--- src/verilog/csr_params.svh ---
// csr_params.svh: numbers, masks and reset values of the CPU system register bank
// Assumes inclusion by bare name from every file that decodes register numbers.
`ifndef CSR_PARAMS_SVH
`define CSR_PARAMS_SVH

// System register numbers
`define CSR_NUM_XPC     5'h00
`define CSR_NUM_XST     5'h01
`define CSR_NUM_NPC     5'h02
`define CSR_NUM_NST     5'h03
`define CSR_NUM_CODE    5'h04
`define CSR_NUM_PSW     5'h05
`define CSR_NUM_CALLTABLE_SAVED_PC    5'h10
`define CSR_NUM_CTST    5'h11
`define CSR_NUM_DEBUG_SAVED_PC    5'h12
`define CSR_NUM_DBST    5'h13
`define CSR_NUM_CTBASE  5'h14

// Field masks: counter keeps 26 bits, status keeps 8
`define CSR_PC_MASK     32'h03FF_FFFE
`define CSR_SPC_MASK    32'h03FF_FFFF
`define CSR_PSW_MASK    32'h0000_00FF

// Status flag positions used on entry and return
`define CSR_PSW_ID      32'h0000_0020
`define CSR_PSW_NP      32'h0000_0080
`define CSR_PSW_NP_BIT  7

// Reset values
`define CSR_PC_RST      32'h0000_0000
`define CSR_PSW_RST     32'h0000_0020
`define CSR_REG_RST     32'h0000_0000

`endif

--- src/verilog/csr_pkg.sv ---
// csr_pkg.sv: types shared by the system register bank files
// Assumes csr_params.svh carries the numeric constants.
`default_nettype none

package csr_pkg;
  // Register number as carried by load and store instructions
  typedef logic [4:0] csr_num_t;
  // Full register word
  typedef logic [31:0] csr_word_t;
  // Debug window state
  typedef enum logic
  {
    CSR_MODE_RUN = 1'b0,
    CSR_MODE_DEBUG = 1'b1
  } csr_mode_t;
endpackage

`default_nettype wire

--- src/verilog/csr_pc_next.sv ---
// csr_pc_next.sv: next program counter value, combinational
// Assumes the caller registers the result; priority restore, jump, add.
`timescale 1ns/1ps
`default_nettype none
`include "csr_params.svh"

module csr_pc_next
(
  // Current counter
  input wire csr_pkg::csr_word_t pc_i,
  // Relative advance
  input wire logic add_i,
  input wire csr_pkg::csr_word_t offset_i,
  // Absolute jump
  input wire logic jump_i,
  input wire csr_pkg::csr_word_t target_i,
  // Return from a saved pair
  input wire logic restore_i,
  input wire csr_pkg::csr_word_t restore_val_i,
  // Result
  output logic [31:0] next_pc_o
);
  import csr_pkg::*;

  logic [25:0] sum;
  csr_word_t raw;

  // Add in 26 bits, so a carry out of bit 25 is simply lost
  assign sum = pc_i[25:0] + offset_i[25:0]; // see RULE_02

  // Source selection
  assign raw = restore_i ? restore_val_i
             : jump_i ? target_i
             : add_i ? {6'h00, sum}
             : pc_i;

  // Top six bits and bit 0 forced low on every path
  assign next_pc_o = raw & `CSR_PC_MASK; // see RULE_01 see RULE_03 see RULE_14
endmodule // csr_pc_next

`default_nettype wire

--- src/verilog/csr_regfile.sv ---
// csr_regfile.sv: program counter and system register bank of the CPU
// Assumes the pipeline drives every request on ref_clk_i and supplies the
// resume address; interrupt logic presents one entry pulse per event.
// Function
// RULE_01: Counter keeps 26 bits, upper bits zero
// RULE_02: Carry out of bit 25 is dropped
// RULE_03: Counter bit 0 always zero
// RULE_04: Load and store select register by number
// RULE_05: Software avoids numbers 6-15 and 21-31
// RULE_06: Exception code register ignores loads
// RULE_07: Debug pair usable only inside debug window
// RULE_08: Exception entry saves counter and status
// RULE_09: Saved counter is next instruction address
// RULE_10: NMI entry saves into NMI pair only
// RULE_11: Saved pairs keep upper bits zero
// RULE_12: Return after exception restores exception pair
// RULE_13: Return after NMI restores NMI pair
// RULE_14: Saved counter bit 0 ignored on return
// RULE_15: Software writes even saved counter values
// RULE_16: Entry loads source code into code register
// RULE_17: Nesting handlers save pairs themselves
// RULE_18: Status load effective next cycle, upper zero
`timescale 1ns/1ps
`default_nettype none
`include "csr_params.svh"

module csr_regfile
(
  // Clock and reset
  input wire logic ref_clk_i,
  input wire logic rst_n_i,
  // Counter control from the pipeline
  input wire logic pc_add_i,
  input wire csr_pkg::csr_word_t pc_offset_i,
  input wire logic pc_jump_i,
  input wire csr_pkg::csr_word_t pc_target_i,
  // System register load instruction
  input wire logic ld_en_i,
  input wire csr_pkg::csr_num_t ld_num_i,
  input wire csr_pkg::csr_word_t ld_data_i,
  // System register store instruction
  input wire logic st_en_i,
  input wire csr_pkg::csr_num_t st_num_i,
  output logic [31:0] st_data_o,
  output logic st_valid_o,
  // Status flags written back by execution
  input wire logic status_wr_i,
  input wire csr_pkg::csr_word_t status_in_i,
  // Exception and interrupt entry
  input wire logic exc_take_i,
  input wire logic nmi_take_i,
  input wire csr_pkg::csr_word_t entry_code_i,
  input wire csr_pkg::csr_word_t resume_pc_i,
  // Return and debug window
  input wire logic interrupt_return_instr_i,
  input wire logic dbg_enter_i,
  input wire logic dbg_ret_i,
  // State seen by the pipeline
  output logic [31:0] pc_o,
  output logic [31:0] status_o,
  output logic [31:0] calltable_base_o,
  output logic dbg_active_o
);
  import csr_pkg::*;

  // Reset release synchroniser
  logic [1:0] rst_sync;
  logic rst_n;

  // Register bank, then next values
  csr_word_t pc, status, exc_saved_pc, exc_saved_st, nmi_saved_pc, nmi_saved_st, exception_code;
  csr_word_t ct_saved_pc, ct_saved_st, dbg_saved_pc, dbg_saved_st, calltable_base;
  csr_mode_t mode, next_mode;
  csr_word_t next_pc, next_status, next_exc_saved_pc, next_exc_saved_st, next_nmi_saved_pc, next_nmi_saved_st;
  csr_word_t next_exception_code, next_ct_saved_pc, next_ct_saved_st, next_dbg_saved_pc, next_dbg_saved_st;
  csr_word_t next_calltable_base;

  // Decode
  logic nmi_go, exc_go, entry, interrupt_return_instr_go, ret_nmi, ld_ok, dbg_ok;
  logic ld_xpc, ld_xst, ld_npc, ld_nst, ld_psw, ld_calltable_saved_pc, ld_ctst, ld_debug_saved_pc, ld_dbst, ld_ctbase;
  csr_word_t ret_pc, ret_st, st_val;

  // Deassertion synchronised, assertion immediate
  always_ff @(posedge ref_clk_i or negedge rst_n_i)
  begin
    if (!rst_n_i)
      rst_sync <= 2'h0;
    else
      rst_sync <= {rst_sync[0], 1'b1};
  end
  assign rst_n = rst_sync[1];

  // Entry priority: NMI over exception; both override a return
  assign nmi_go = nmi_take_i;
  assign exc_go = exc_take_i & ~nmi_take_i;
  assign entry = nmi_go | exc_go;
  assign interrupt_return_instr_go = interrupt_return_instr_i & ~entry;
  // In-service NMI flag picks the pair to restore
  assign ret_nmi = status[`CSR_PSW_NP_BIT];
  assign ret_pc = ret_nmi ? nmi_saved_pc : exc_saved_pc; // see RULE_12 see RULE_13
  assign ret_st = ret_nmi ? nmi_saved_st : exc_saved_st; // see RULE_12 see RULE_13

  // Loads lose to hardware saves in the same cycle
  assign ld_ok = ld_en_i & ~entry & ~interrupt_return_instr_go;
  assign dbg_ok = (mode == CSR_MODE_DEBUG);
  assign ld_xpc = ld_ok && ld_num_i == `CSR_NUM_XPC; // see RULE_04
  assign ld_xst = ld_ok && ld_num_i == `CSR_NUM_XST;
  assign ld_npc = ld_ok && ld_num_i == `CSR_NUM_NPC;
  assign ld_nst = ld_ok && ld_num_i == `CSR_NUM_NST;
  assign ld_psw = ld_ok && ld_num_i == `CSR_NUM_PSW;
  assign ld_calltable_saved_pc = ld_ok && ld_num_i == `CSR_NUM_CALLTABLE_SAVED_PC;
  assign ld_ctst = ld_ok && ld_num_i == `CSR_NUM_CTST;
  assign ld_debug_saved_pc = ld_ok && dbg_ok && ld_num_i == `CSR_NUM_DEBUG_SAVED_PC; // see RULE_07
  assign ld_dbst = ld_ok && dbg_ok && ld_num_i == `CSR_NUM_DBST; // see RULE_07
  assign ld_ctbase = ld_ok && ld_num_i == `CSR_NUM_CTBASE;

  // Counter path; restore ignores saved bit 0
  csr_pc_next u_pc_next
  (
    .pc_i(pc),
    .add_i(pc_add_i),
    .offset_i(pc_offset_i),
    .jump_i(pc_jump_i),
    .target_i(pc_target_i),
    .restore_i(interrupt_return_instr_go),
    .restore_val_i(ret_pc),
    .next_pc_o(next_pc)
  );

  // Saved pairs: pipeline resume address is the following instruction
  assign next_exc_saved_pc = exc_go ? (resume_pc_i & `CSR_SPC_MASK) // see RULE_08 see RULE_09
                           : ld_xpc ? (ld_data_i & `CSR_SPC_MASK) : exc_saved_pc; // see RULE_11
  assign next_exc_saved_st = exc_go ? status // see RULE_08
                           : ld_xst ? (ld_data_i & `CSR_PSW_MASK) : exc_saved_st; // see RULE_11
  assign next_nmi_saved_pc = nmi_go ? (resume_pc_i & `CSR_SPC_MASK) // see RULE_10 see RULE_09
                           : ld_npc ? (ld_data_i & `CSR_SPC_MASK) : nmi_saved_pc; // see RULE_11
  assign next_nmi_saved_st = nmi_go ? status // see RULE_10
                           : ld_nst ? (ld_data_i & `CSR_PSW_MASK) : nmi_saved_st; // see RULE_11

  // Code register has no load path at all
  assign next_exception_code = entry ? entry_code_i : exception_code; // see RULE_16 see RULE_06

  // Status: entry masks interrupts, return restores, load then flags
  assign next_status = nmi_go ? (status | `CSR_PSW_NP | `CSR_PSW_ID)
                     : exc_go ? (status | `CSR_PSW_ID)
                     : interrupt_return_instr_go ? ret_st
                     : ld_psw ? (ld_data_i & `CSR_PSW_MASK) // see RULE_18
                     : status_wr_i ? (status_in_i & `CSR_PSW_MASK)
                     : status;

  // Call-table and debug registers, software loads only
  assign next_ct_saved_pc = ld_calltable_saved_pc ? (ld_data_i & `CSR_SPC_MASK) : ct_saved_pc;
  assign next_ct_saved_st = ld_ctst ? (ld_data_i & `CSR_PSW_MASK) : ct_saved_st;
  assign next_dbg_saved_pc = ld_debug_saved_pc ? (ld_data_i & `CSR_SPC_MASK) : dbg_saved_pc;
  assign next_dbg_saved_st = ld_dbst ? (ld_data_i & `CSR_PSW_MASK) : dbg_saved_st;
  assign next_calltable_base = ld_ctbase ? ld_data_i : calltable_base;

  // Debug window state machine
  always_comb
  begin
    case (mode)
      CSR_MODE_RUN: next_mode = dbg_enter_i ? CSR_MODE_DEBUG : CSR_MODE_RUN;
      CSR_MODE_DEBUG: next_mode = dbg_ret_i ? CSR_MODE_RUN : CSR_MODE_DEBUG;
      default: next_mode = CSR_MODE_RUN;
    endcase
  end

  // Store read mux; reserved and closed debug numbers read zero
  assign st_val = (st_num_i == `CSR_NUM_XPC) ? exc_saved_pc // see RULE_04
                : (st_num_i == `CSR_NUM_XST) ? exc_saved_st
                : (st_num_i == `CSR_NUM_NPC) ? nmi_saved_pc
                : (st_num_i == `CSR_NUM_NST) ? nmi_saved_st
                : (st_num_i == `CSR_NUM_CODE) ? exception_code
                : (st_num_i == `CSR_NUM_PSW) ? status
                : (st_num_i == `CSR_NUM_CALLTABLE_SAVED_PC) ? ct_saved_pc
                : (st_num_i == `CSR_NUM_CTST) ? ct_saved_st
                : (st_num_i == `CSR_NUM_DEBUG_SAVED_PC && dbg_ok) ? dbg_saved_pc // see RULE_07
                : (st_num_i == `CSR_NUM_DBST && dbg_ok) ? dbg_saved_st
                : (st_num_i == `CSR_NUM_CTBASE) ? calltable_base
                : `CSR_REG_RST;

  // Counter, status and mode
  always_ff @(posedge ref_clk_i or negedge rst_n)
  begin
    if (!rst_n)
    begin
      pc <= `CSR_PC_RST;
      status <= `CSR_PSW_RST;
      mode <= CSR_MODE_RUN;
    end
    else
    begin
      pc <= next_pc;
      status <= next_status;
      mode <= next_mode;
    end
  end

  // Saved pairs, code, call-table and debug registers
  always_ff @(posedge ref_clk_i or negedge rst_n)
  begin
    if (!rst_n)
    begin
      exc_saved_pc <= `CSR_REG_RST;
      exc_saved_st <= `CSR_REG_RST;
      nmi_saved_pc <= `CSR_REG_RST;
      nmi_saved_st <= `CSR_REG_RST;
      exception_code <= `CSR_REG_RST;
      ct_saved_pc <= `CSR_REG_RST;
      ct_saved_st <= `CSR_REG_RST;
      dbg_saved_pc <= `CSR_REG_RST;
      dbg_saved_st <= `CSR_REG_RST;
      calltable_base <= `CSR_REG_RST;
    end
    else
    begin
      exc_saved_pc <= next_exc_saved_pc;
      exc_saved_st <= next_exc_saved_st;
      nmi_saved_pc <= next_nmi_saved_pc;
      nmi_saved_st <= next_nmi_saved_st;
      exception_code <= next_exception_code;
      ct_saved_pc <= next_ct_saved_pc;
      ct_saved_st <= next_ct_saved_st;
      dbg_saved_pc <= next_dbg_saved_pc;
      dbg_saved_st <= next_dbg_saved_st;
      calltable_base <= next_calltable_base;
    end
  end

  // Store answer registered, one cycle after the request
  always_ff @(posedge ref_clk_i or negedge rst_n)
  begin
    if (!rst_n)
    begin
      st_data_o <= `CSR_REG_RST;
      st_valid_o <= 1'b0;
    end
    else
    begin
      st_data_o <= st_val;
      st_valid_o <= st_en_i;
    end
  end

  // Outputs straight from the bank flops
  assign pc_o = pc;
  assign status_o = status;
  assign calltable_base_o = calltable_base;
  assign dbg_active_o = (mode == CSR_MODE_DEBUG);
endmodule // csr_regfile

`default_nettype wire

--- config.mk ---
export PLATFORM = sky130hd
export DESIGN_NAME = csr_regfile
export DESIGN_NICKNAME = d
export VERILOG_FILES = /design/src/verilog/csr_pkg.sv /design/src/verilog/csr_pc_next.sv /design/src/verilog/csr_regfile.sv
export VERILOG_INCLUDE_DIRS = /design/src /design/src/verilog
export SDC_FILE = /design/constraint.sdc
export NUM_CORES = 1
export LEC_CHECK = 0
export ABC_AREA = 1
export BUFFER_PORTS_ARGS = -buffer_cell sky130_fd_sc_hd__buf_2
export CAP_MARGIN = 20
export CORE_MARGIN = 3
export CORE_UTILIZATION = 40
export DETAILED_ROUTE_END_ITERATION = 7
export PLACE_DENSITY_LB_ADDON = 0.1
export SLEW_MARGIN = 40
export SYNTH_ARGS = -nofsm -noshare
export SYNTH_HDL_FRONTEND = slang
export SYNTH_HIERARCHICAL = 1
export SYNTH_SLANG_ARGS = --single-unit
--- constraint.sdc ---
create_clock -name ref_clk_i -period 26.1 [get_ports ref_clk_i]
set_input_delay 3.915 -clock ref_clk_i [delete_from_list [all_inputs] [get_ports ref_clk_i]]
set_output_delay 3.915 -clock ref_clk_i [all_outputs]
set_load 0.1 [all_outputs]
# [After elaboration in Yosys (flattened, before gate mapping)]
# Index checks and enable logic that the tools add are counted.
[totals] elab_cells=106 reg_bits=353
[classes] n_addsub=1 n_mux=32 eq_ne=20 reduce_logical=25 n_bitwise=10
[op_table] cell="2-to-1 mux 32 bit" n=23
[op_table] cell="2-to-1 mux 26 bit" n=4
[op_table] cell="equality test 5 bit (second input constant)" n=10
[op_table] cell="adder 26 bit" n=1
[op_table] cell="equality test 5 x 2 -> 1 bit (second input constant)" n=4
[op_table] cell="2-to-1 mux 8 bit" n=2
[op_table] cell="equality test 5 x 3 -> 1 bit (second input constant)" n=3
[op_table] cell="logical AND 1 bit" n=13
[op_table] cell="equality test 5 x 1 -> 1 bit (second input constant)" n=2
[op_table] cell="logical NOT 5 bit" n=2
[op_table] cell="nonzero test 2 bit" n=4
[op_table] cell="nonzero test 3 bit" n=2
[op_table] cell="NOT 1 bit" n=5
[op_table] cell="nonzero test 5 bit" n=1
[op_table] cell="AND 1 bit" n=4
[op_table] cell="nonzero test 4 bit" n=1
[op_table] cell="AND reduction 3 bit" n=1
[op_table] cell="2-to-1 mux 1 bit" n=2
[op_table] cell="inequality test 2 bit (second input constant)" n=1
[op_table] cell="one-hot mux 1 bit (2 select lines)" n=1
[op_table] cell="AND reduction 2 bit" n=1
[op_table] cell="bitwise OR 1 bit" n=1

# [Depth between registers and ports, before layout]
# Gate-level depths: netlist of the first run.
[depth] word_depth=12 depth_mapped=13

# [Hierarchy]
# The synthesis of the first run kept the hierarchy.
[modules_own_cells] module="csr_regfile" instances=1 cells_each=1883 seq_area_each_um2=8709.6 area_per_inst_um2=15886.5
[modules_own_cells] module="csr_pc_next" instances=1 cells_each=558 seq_area_each_um2=0.0 area_per_inst_um2=2740.1

# [Worst setup path before layout of the first run]
# Ideal clock, no wire load.
[synth_timing] path_kind="in2reg" start="input nmi_take_i" end="register pc[11], in the netlist pc_o[11]" slack_ns=20.556 cell_stages=9 t_required_ns=26.027 arrival_ns=5.471 setup_time_ns=0.073 path_cell_list="buf_6 > inv_4 > nand2_4 > nor2_2 > clkbuf_1 > clkbuf_8 > clkbuf_1 > a21oi_1 > a21oi_2"
[synth_between] elab_chain_cells=6
[synth_rtl] element="start: declaration" line="csr_regfile.sv:51" source="input wire logic nmi_take_i,"
[synth_rtl] element="NOT 1 bit (no line)"
[synth_rtl] element="AND 1 bit" line="csr_regfile.sv:95" source="assign exc_go = exc_take_i & ~nmi_take_i;"
[synth_rtl] element="bitwise OR 1 bit *" line="csr_regfile.sv:96" source="assign entry = nmi_go | exc_go;"
[synth_rtl] element="NOT 1 bit *" line="csr_regfile.sv:97" source="assign interrupt_return_instr_go = interrupt_return_instr_i & ~entry;"
[synth_rtl] element="AND 1 bit *" line="csr_regfile.sv:97"
[synth_rtl] element="net interrupt_return_instr_go" line="csr_regfile.sv:79" source="logic nmi_go, exc_go, entry, interrupt_return_instr_go, ret_nmi, ld_ok, dbg_ok;"
[synth_rtl] element="2-to-1 mux 26 bit *" line="csr_pc_next.sv:32" source="assign raw = restore_i ? restore_val_i"
[synth_rtl] element="net next_pc[11]" line="csr_regfile.sv:74" source="csr_word_t next_pc, next_status, next_exc_saved_pc, next_exc_saved_st, next_nmi_saved_pc, next_nmi_saved_st;"
[synth_rtl] element="end signal: assignment" line="csr_regfile.sv:187" source="pc <= `CSR_PC_RST;"
[synth_rtl] element="end signal: assignment" line="csr_regfile.sv:193" source="pc <= next_pc;"
[synth_rtl] element="end: declaration" line="csr_regfile.sv:71" source="csr_word_t pc, status, exc_saved_pc, exc_saved_st, nmi_saved_pc, nmi_saved_st, exception_code;"
# The timed path passes the listed nets; every way through them passes the cells marked *.
# A chain may end at the register's enable or synchronous reset.

# [Worst setup path in the final report of the first run]
[layout_timing] start="input nmi_take_i" end="register pc[6], in the netlist pc_o[6]"
[layout_between] elab_chain_cells=6
[layout_rtl] element="NOT 1 bit (no line)"
[layout_rtl] element="AND 1 bit" line="csr_regfile.sv:95"
[layout_rtl] element="bitwise OR 1 bit *" line="csr_regfile.sv:96"
[layout_rtl] element="NOT 1 bit *" line="csr_regfile.sv:97"
[layout_rtl] element="AND 1 bit *" line="csr_regfile.sv:97"
[layout_rtl] element="2-to-1 mux 26 bit *" line="csr_pc_next.sv:32"
[layout_rtl] element="net next_pc[6]" line="csr_regfile.sv:74"
# Marked as above.

==> impl_metrics.env, run 1 <==
export IMPL_cts_hold_buf=0
export IMPL_ff2ff_path_depth=4
export IMPL_crit_fanout=63
export IMPL_relSlewSlack=0.431
export IMPL_io_pins=344
export IMPL_vias=17500
export IMPL_status="finished, final reports clean"
export IMPL_slowest_delay_ns=0.72
export IMPL_skew_ns=0.0246
export IMPL_crit_path_start="nmi_take_i"
export IMPL_dr_max_layer_used="met5"
export IMPL_drt_wl_total_um=68600
export IMPL_grt_max_degree=85
export IMPL_fin_ws_ns=19.10
export IMPL_final_cell_mix="nand2_1 (767), dfrtp_1 (345), buf_2 (299), inv_1 (253), o21ai_0 (225)"
export IMPL_routed_wl_met3_um=3900
export IMPL_startpoint_type="primary input"
export IMPL_cts_sinks=348
export IMPL_cts_tree="yes"
export IMPL_arrival_ns=7.44
export IMPL_endpoint="pc_o[6]$_DFF_PN0_"
export IMPL_r2r_start="status_o[7]$_DFFE_PN0P_"
export IMPL_drtIter0Drc=1509
export IMPL_drc=0
export IMPL_crit_required_ns=26.54
export IMPL_drv_cap=0
export IMPL_track_usage=0.273
export IMPL_crit_slowest_cell="nor2_4"
export IMPL_finalCritPeriodShare=0.268
export IMPL_wl_met2_um=33000
export IMPL_rr_endpoint="pc_o[24]$_DFF_PN0_"
export IMPL_p_leak_nw=11.0
export IMPL_area_growth_syn_to_layout_pct=17.0
export IMPL_die_y_um=222
export IMPL_post_place_ws_ns=18.47
export IMPL_ant_nets=0
export IMPL_critPathKind="primary input to flip-flop"
export IMPL_dp_hpwl_um=48600
export IMPL_finalNetCount=2922
export IMPL_critPathMostFrequentCell="buf_4"
export IMPL_core_region_area_sq_um=45700
export IMPL_antenna_found_initial=4
export IMPL_vdd_drop_max_uv=50.7
export IMPL_met1Wirelength_um=28600
export IMPL_utilization=0.477
export IMPL_maxSlewViolCount=0
export IMPL_io_buffers=300
export IMPL_layout_commonest_cell="nand2_1"
export IMPL_worst_pin_slew_ns=0.852
export IMPL_vias_per_cell=5.29
export IMPL_grt_pass1_wl_um=103000
export IMPL_setup_viol=0
export IMPL_drive_gt1_frac=0.179
export IMPL_r2r_setup_slack_ns=23.65
export IMPL_die_width_um=222
export IMPL_numCtsBuffers=41
export IMPL_period_minus_slack_ns=7.00
export IMPL_path_cells="buf_2, buf_4, inv_4, nand2_4, nor2_4, buf_4, inv_1, nor2_1, a21oi_1"
export IMPL_p_per_area_nw_per_um2=76.5
export IMPL_critPathBufInv=5
export IMPL_hold_violations=0
export IMPL_root_buffer="clkbuf_16"
export IMPL_fp_row_count=78
export IMPL_routedWlPerCell_um=20.7
export IMPL_cp_top_family="buffers and inverters"
export IMPL_tns_ns=0
export IMPL_syn_inst=2437
export IMPL_end_kind="flip-flop"
export IMPL_die_area_sq_um=49200
export IMPL_postCtsSetupRepairBufs=0
export IMPL_antennaDiodeCount=0
export IMPL_rsz0062_at_grt="no"
export IMPL_postSynthAreaPerCell_sq_um=7.64
export IMPL_drt_first_pass_iters=5
export IMPL_start_util=0.407
export IMPL_cts_resized=0
export IMPL_clock_path_buffers=3
export IMPL_grt_pass1_vias=17300
export IMPL_p_total_mw=1.67
export IMPL_htree_levels=2
export IMPL_grt_ovfl_total=0
export IMPL_gp_congestion=0.960
export IMPL_clock_latency_ns=0.58
export IMPL_ys_warnings_count=6
export IMPL_hold_path_class="flip-flop to asynchronous set/reset pin"
export IMPL_path_depth=9
export IMPL_fmax_ghz=0.143
export IMPL_syn_area_sq_um=18600
export IMPL_clk_pin_slew_ns=0.06
## worst min path at each step
| stage | endpoint | slack, ns | cells past startpoint |
|---|---|---|---|
| 2_1_floorplan | rst_sync[1]$_DFF_PN0_ | 0.33 | 0 |
| 3_3_place_gp | calltable_base_o[26]$_DFFE_PN0P_ | 0.30 | 0 |
| 5_1_grt | calltable_base_o[29]$_DFFE_PN0P_ | 0.34 | 0 |
| 4_1_cts | calltable_base_o[29]$_DFFE_PN0P_ | 0.31 | 0 |
| 3_5_place_dp | calltable_base_o[26]$_DFFE_PN0P_ | 0.31 | 0 |
| 6_report | calltable_base_o[29]$_DFFE_PN0P_ | 0.29 | 0 |
## layer usage
layer | GRT usage | vias up
met3 | 0.0373 | 119
li1 | - | 8378
met5 | 0 | -
met1 | 0.347 | 8412
met2 | 0.465 | 623
met4 | 0.122 | 4
## stage by stage
step,area (sq um),cells,hold slack [ns]
3_3_place_gp,20400,3237,0.299
2_1_floorplan,18600,2443,0.331
6_report,21800,3312,0.291
3_5_place_dp,20500,3240,0.308
5_1_grt,21800,3312,0.337
4_1_cts,21800,3312,0.315
## registers in the layout, summed over array words and instances (netlist names), 2 cells and up
| register | cells |
|---|---|
| calltable_base_o | 32 |
| exc_saved_st | 32 |
| exception_code | 32 |
| nmi_saved_st | 32 |
| pc_o | 32 |
| st_data_o | 32 |
| status_o | 32 |
| ct_saved_pc | 26 |
| dbg_saved_pc | 26 |
| exc_saved_pc | 26 |
| nmi_saved_pc | 26 |
| ct_saved_st | 8 |
| dbg_saved_st | 8 |
| rst_sync | 2 |
## final cells by class
class,count,area [sq um]
timing repair buffer,318,1710
sequential,348,8710
clock buffer,60,1190
tap,600,751
inverter,274,1040
clock inverter,12,116
multi-input combinational,1700,8260
fill,4626,23900
## power breakdown
part	switching [mW]	leakage, nW	internal [mW]
logic	0.357	5.93	0.101
clock network	0.237	0.639	0.327
registers	0.0433	4.44	0.600
total	0.638	11.0	1.03
Power figures use the tool's default switching activity.
==> run 2: changes to the inputs <==
Clock period 26.1 ns to 5.9 ns, I/O delays scaled along.
==> run 2 against run 1 <==
Against the previous run:
- sequential share of layout area decreased by 0.089 points
- combinational power increased to 4.4 times the previous value
- highest routed layer unchanged
- largest power group unchanged
- design area increased by 0.22%
- clock skew decreased by 0.00072 ns
==> impl_metrics.env, run 2 (synthesis gave the netlist of run 1 again) <==
export IMPL_fp_row_count=78
export IMPL_hold_violations=0
export IMPL_clk_pin_slew_ns=0.06
export IMPL_die_width_um=222
export IMPL_p_sw_mw=2.83
export IMPL_vias_per_cell=5.28
export IMPL_setup_viol=0
export IMPL_finalCritPeriodShare=0.531
export IMPL_finalInstanceArea_sq_um=21800
export IMPL_antenna_found_initial=3
export IMPL_ant_nets=0
export IMPL_relSlewSlack=0.438
export IMPL_comb_power_share=0.271
export IMPL_power_frac_clock=0.349
export IMPL_cts_sinks=348
export IMPL_vdd_drop_max_uv=216
export IMPL_drc=0
export IMPL_swShare=0.378
export IMPL_vias=17500
export IMPL_maxSlewViolCount=0
export IMPL_die_area_sq_um=49200
export IMPL_io_buffers=300
export IMPL_grt_max_degree=129
export IMPL_period_minus_slack_ns=3.13
export IMPL_tns_ns=0
export IMPL_grt_pass1_vias=17200
export IMPL_end_kind="flip-flop"
export IMPL_rsz0062_at_grt="no"
export IMPL_cts_hold_buf=0
export IMPL_crit_fanout=36
export IMPL_root_buffer="clkbuf_16"
export IMPL_intPower_mw=4.66
export IMPL_multi_input_area_sq_um=8260
export IMPL_cts_resized=0
export IMPL_rr_endpoint="pc_o[8]$_DFF_PN0_"
export IMPL_placedInstanceArea_sq_um=20400
export IMPL_clock_latency_ns=0.57
export IMPL_critPathKind="primary input to flip-flop"
export IMPL_grt_ovfl_total=0
export IMPL_cts_tree="yes"
export IMPL_crit_required_ns=6.31
export IMPL_numCtsBuffers=41
export IMPL_die_y_um=222
export IMPL_hold_path_class="primary input to asynchronous set/reset pin"
export IMPL_gp_congestion=0.938
export IMPL_slowest_delay_ns=0.66
export IMPL_track_usage=0.274
export IMPL_p_per_area_nw_per_um2=343
export IMPL_routedWlPerCell_um=20.8
export IMPL_status="finished, final reports clean"
export IMPL_seq_area_sq_um=8710
export IMPL_io_pins=344
export IMPL_r2r_setup_slack_ns=3.46
export IMPL_start_util=0.407
export IMPL_drtIter0Drc=1417
export IMPL_area_growth_syn_to_layout_pct=17.3
export IMPL_postCtsSetupRepairBufs=0
export IMPL_drt_wl_total_um=68800
export IMPL_core_region_area_sq_um=45700
export IMPL_drive_gt1_frac=0.182
export IMPL_grt_pass1_wl_um=103000
export IMPL_clock_path_buffers=3
export IMPL_final_cell_mix="nand2_1 (767), dfrtp_1 (345), buf_2 (299), inv_1 (252), o21ai_0 (225)"
export IMPL_skew_ns=0.0239
export IMPL_ff2ff_path_depth=4
export IMPL_p_leak_nw=11.0
export IMPL_arrival_ns=3.55
export IMPL_startpoint_type="primary input"
export IMPL_crit_slowest_cell="nor2_4"
export IMPL_dp_hpwl_um=48500
export IMPL_layout_commonest_cell="nand2_1"
export IMPL_path_cells="buf_2, inv_4, nand2_4, nor2_4, inv_2, nand2_2, nand2_2, inv_4, o32ai_1"
export IMPL_fmax_ghz=0.319
export IMPL_worst_pin_slew_ns=0.841
export IMPL_finalNetCount=2921
export IMPL_pwr_share_seq=0.380
export IMPL_htree_levels=2
export IMPL_r2r_start="status_o[7]$_DFFE_PN0P_"
export IMPL_drt_first_pass_iters=5
export IMPL_drv_cap=0
export IMPL_num_fill_cells=4638
[run 2: cell types whose count changed in the layout (fill, tap and decap cells not counted), sizes merged]
cell    change
buf         -1
clkinv      +3
diode       +2
bufinv      +2
clkbuf      -3
[run 2: routing by layer]
| metal | part of all wire | global-route usage | vias up |
|---|---|---|---|
| met5 | 0.00019 | 0 | - |
| met4 | 0.051 | 0.127 | 2 |
| met3 | 0.064 | 0.0465 | 125 |
| met2 | 0.47 | 0.456 | 635 |
| met1 | 0.41 | 0.349 | 8397 |
| li1 | - | - | 8360 |
[run 2: layout make-up]
type                            instances  share of cell area
Inverter                              274              0.0477
Clock buffer                           57              0.0554
Antenna cell                            2            0.000229
Sequential cell                       348               0.399
Timing Repair Buffer                  317              0.0768
Clock inverter                         17             0.00774
Tap cell                              600              0.0344
Multi-Input combinational cell       1700               0.379
[run 2: power by group through the flow]
stage          clock, mW  combinational, mW  sequential, mW
2_1_floorplan          0              0.779            3.60
3_3_place_gp           0               2.00            2.89
3_5_place_dp           0               2.01            2.89
4_1_cts             2.67               2.02            2.85
5_1_grt             2.76               2.19            2.88
6_report            2.62               2.03            2.85
[run 2: metrics by stage]
stage          worst slack [ns]  hold slack [ns]  utilization  power [mW]  std cells
2_1_floorplan             0.214            0.331            -        4.38       2443
3_3_place_gp               2.22            0.336        0.447        4.88       3237
3_5_place_dp               2.19            0.344        0.447        4.91       3237
4_1_cts                    2.74           0.0674        0.477        7.54       3311
5_1_grt                    2.58           0.0754        0.478        7.82       3313
6_report                   2.77           0.0986        0.478        7.49       3315
[run 2: worst max-delay path: cells and delay by family]
| family | cells | cell delay [ns] |
|---|---|---|
| AOI/OAI and AO/OA | 1 | 0.16 |
| and+or+nand+nor | 4 | 1.30 |
| buffers and inverters | 4 | 1.16 |
[run 2: worst max-delay path by stage]
| stage | start | to | cells after the start | slack, ns |
|---|---|---|---|---|
| 4_1_cts | nmi_take_i | status_o[29]$_DFFE_PN0P_ | 9 | 2.74 |
| 6_report | nmi_take_i | status_o[29]$_DFFE_PN0P_ | 9 | 2.77 |
| 3_5_place_dp | nmi_take_i | status_o[29]$_DFFE_PN0P_ | 9 | 2.19 |
| 2_1_floorplan | rst_sync[1]$_DFF_PN0_ | calltable_base_o[0]$_DFFE_PN0P_ | 0 | 0.21 |
| 5_1_grt | nmi_take_i | status_o[3]$_DFFE_PN0P_ | 10 | 2.58 |
| 3_3_place_gp | nmi_take_i | status_o[28]$_DFFE_PN0P_ | 9 | 2.22 |
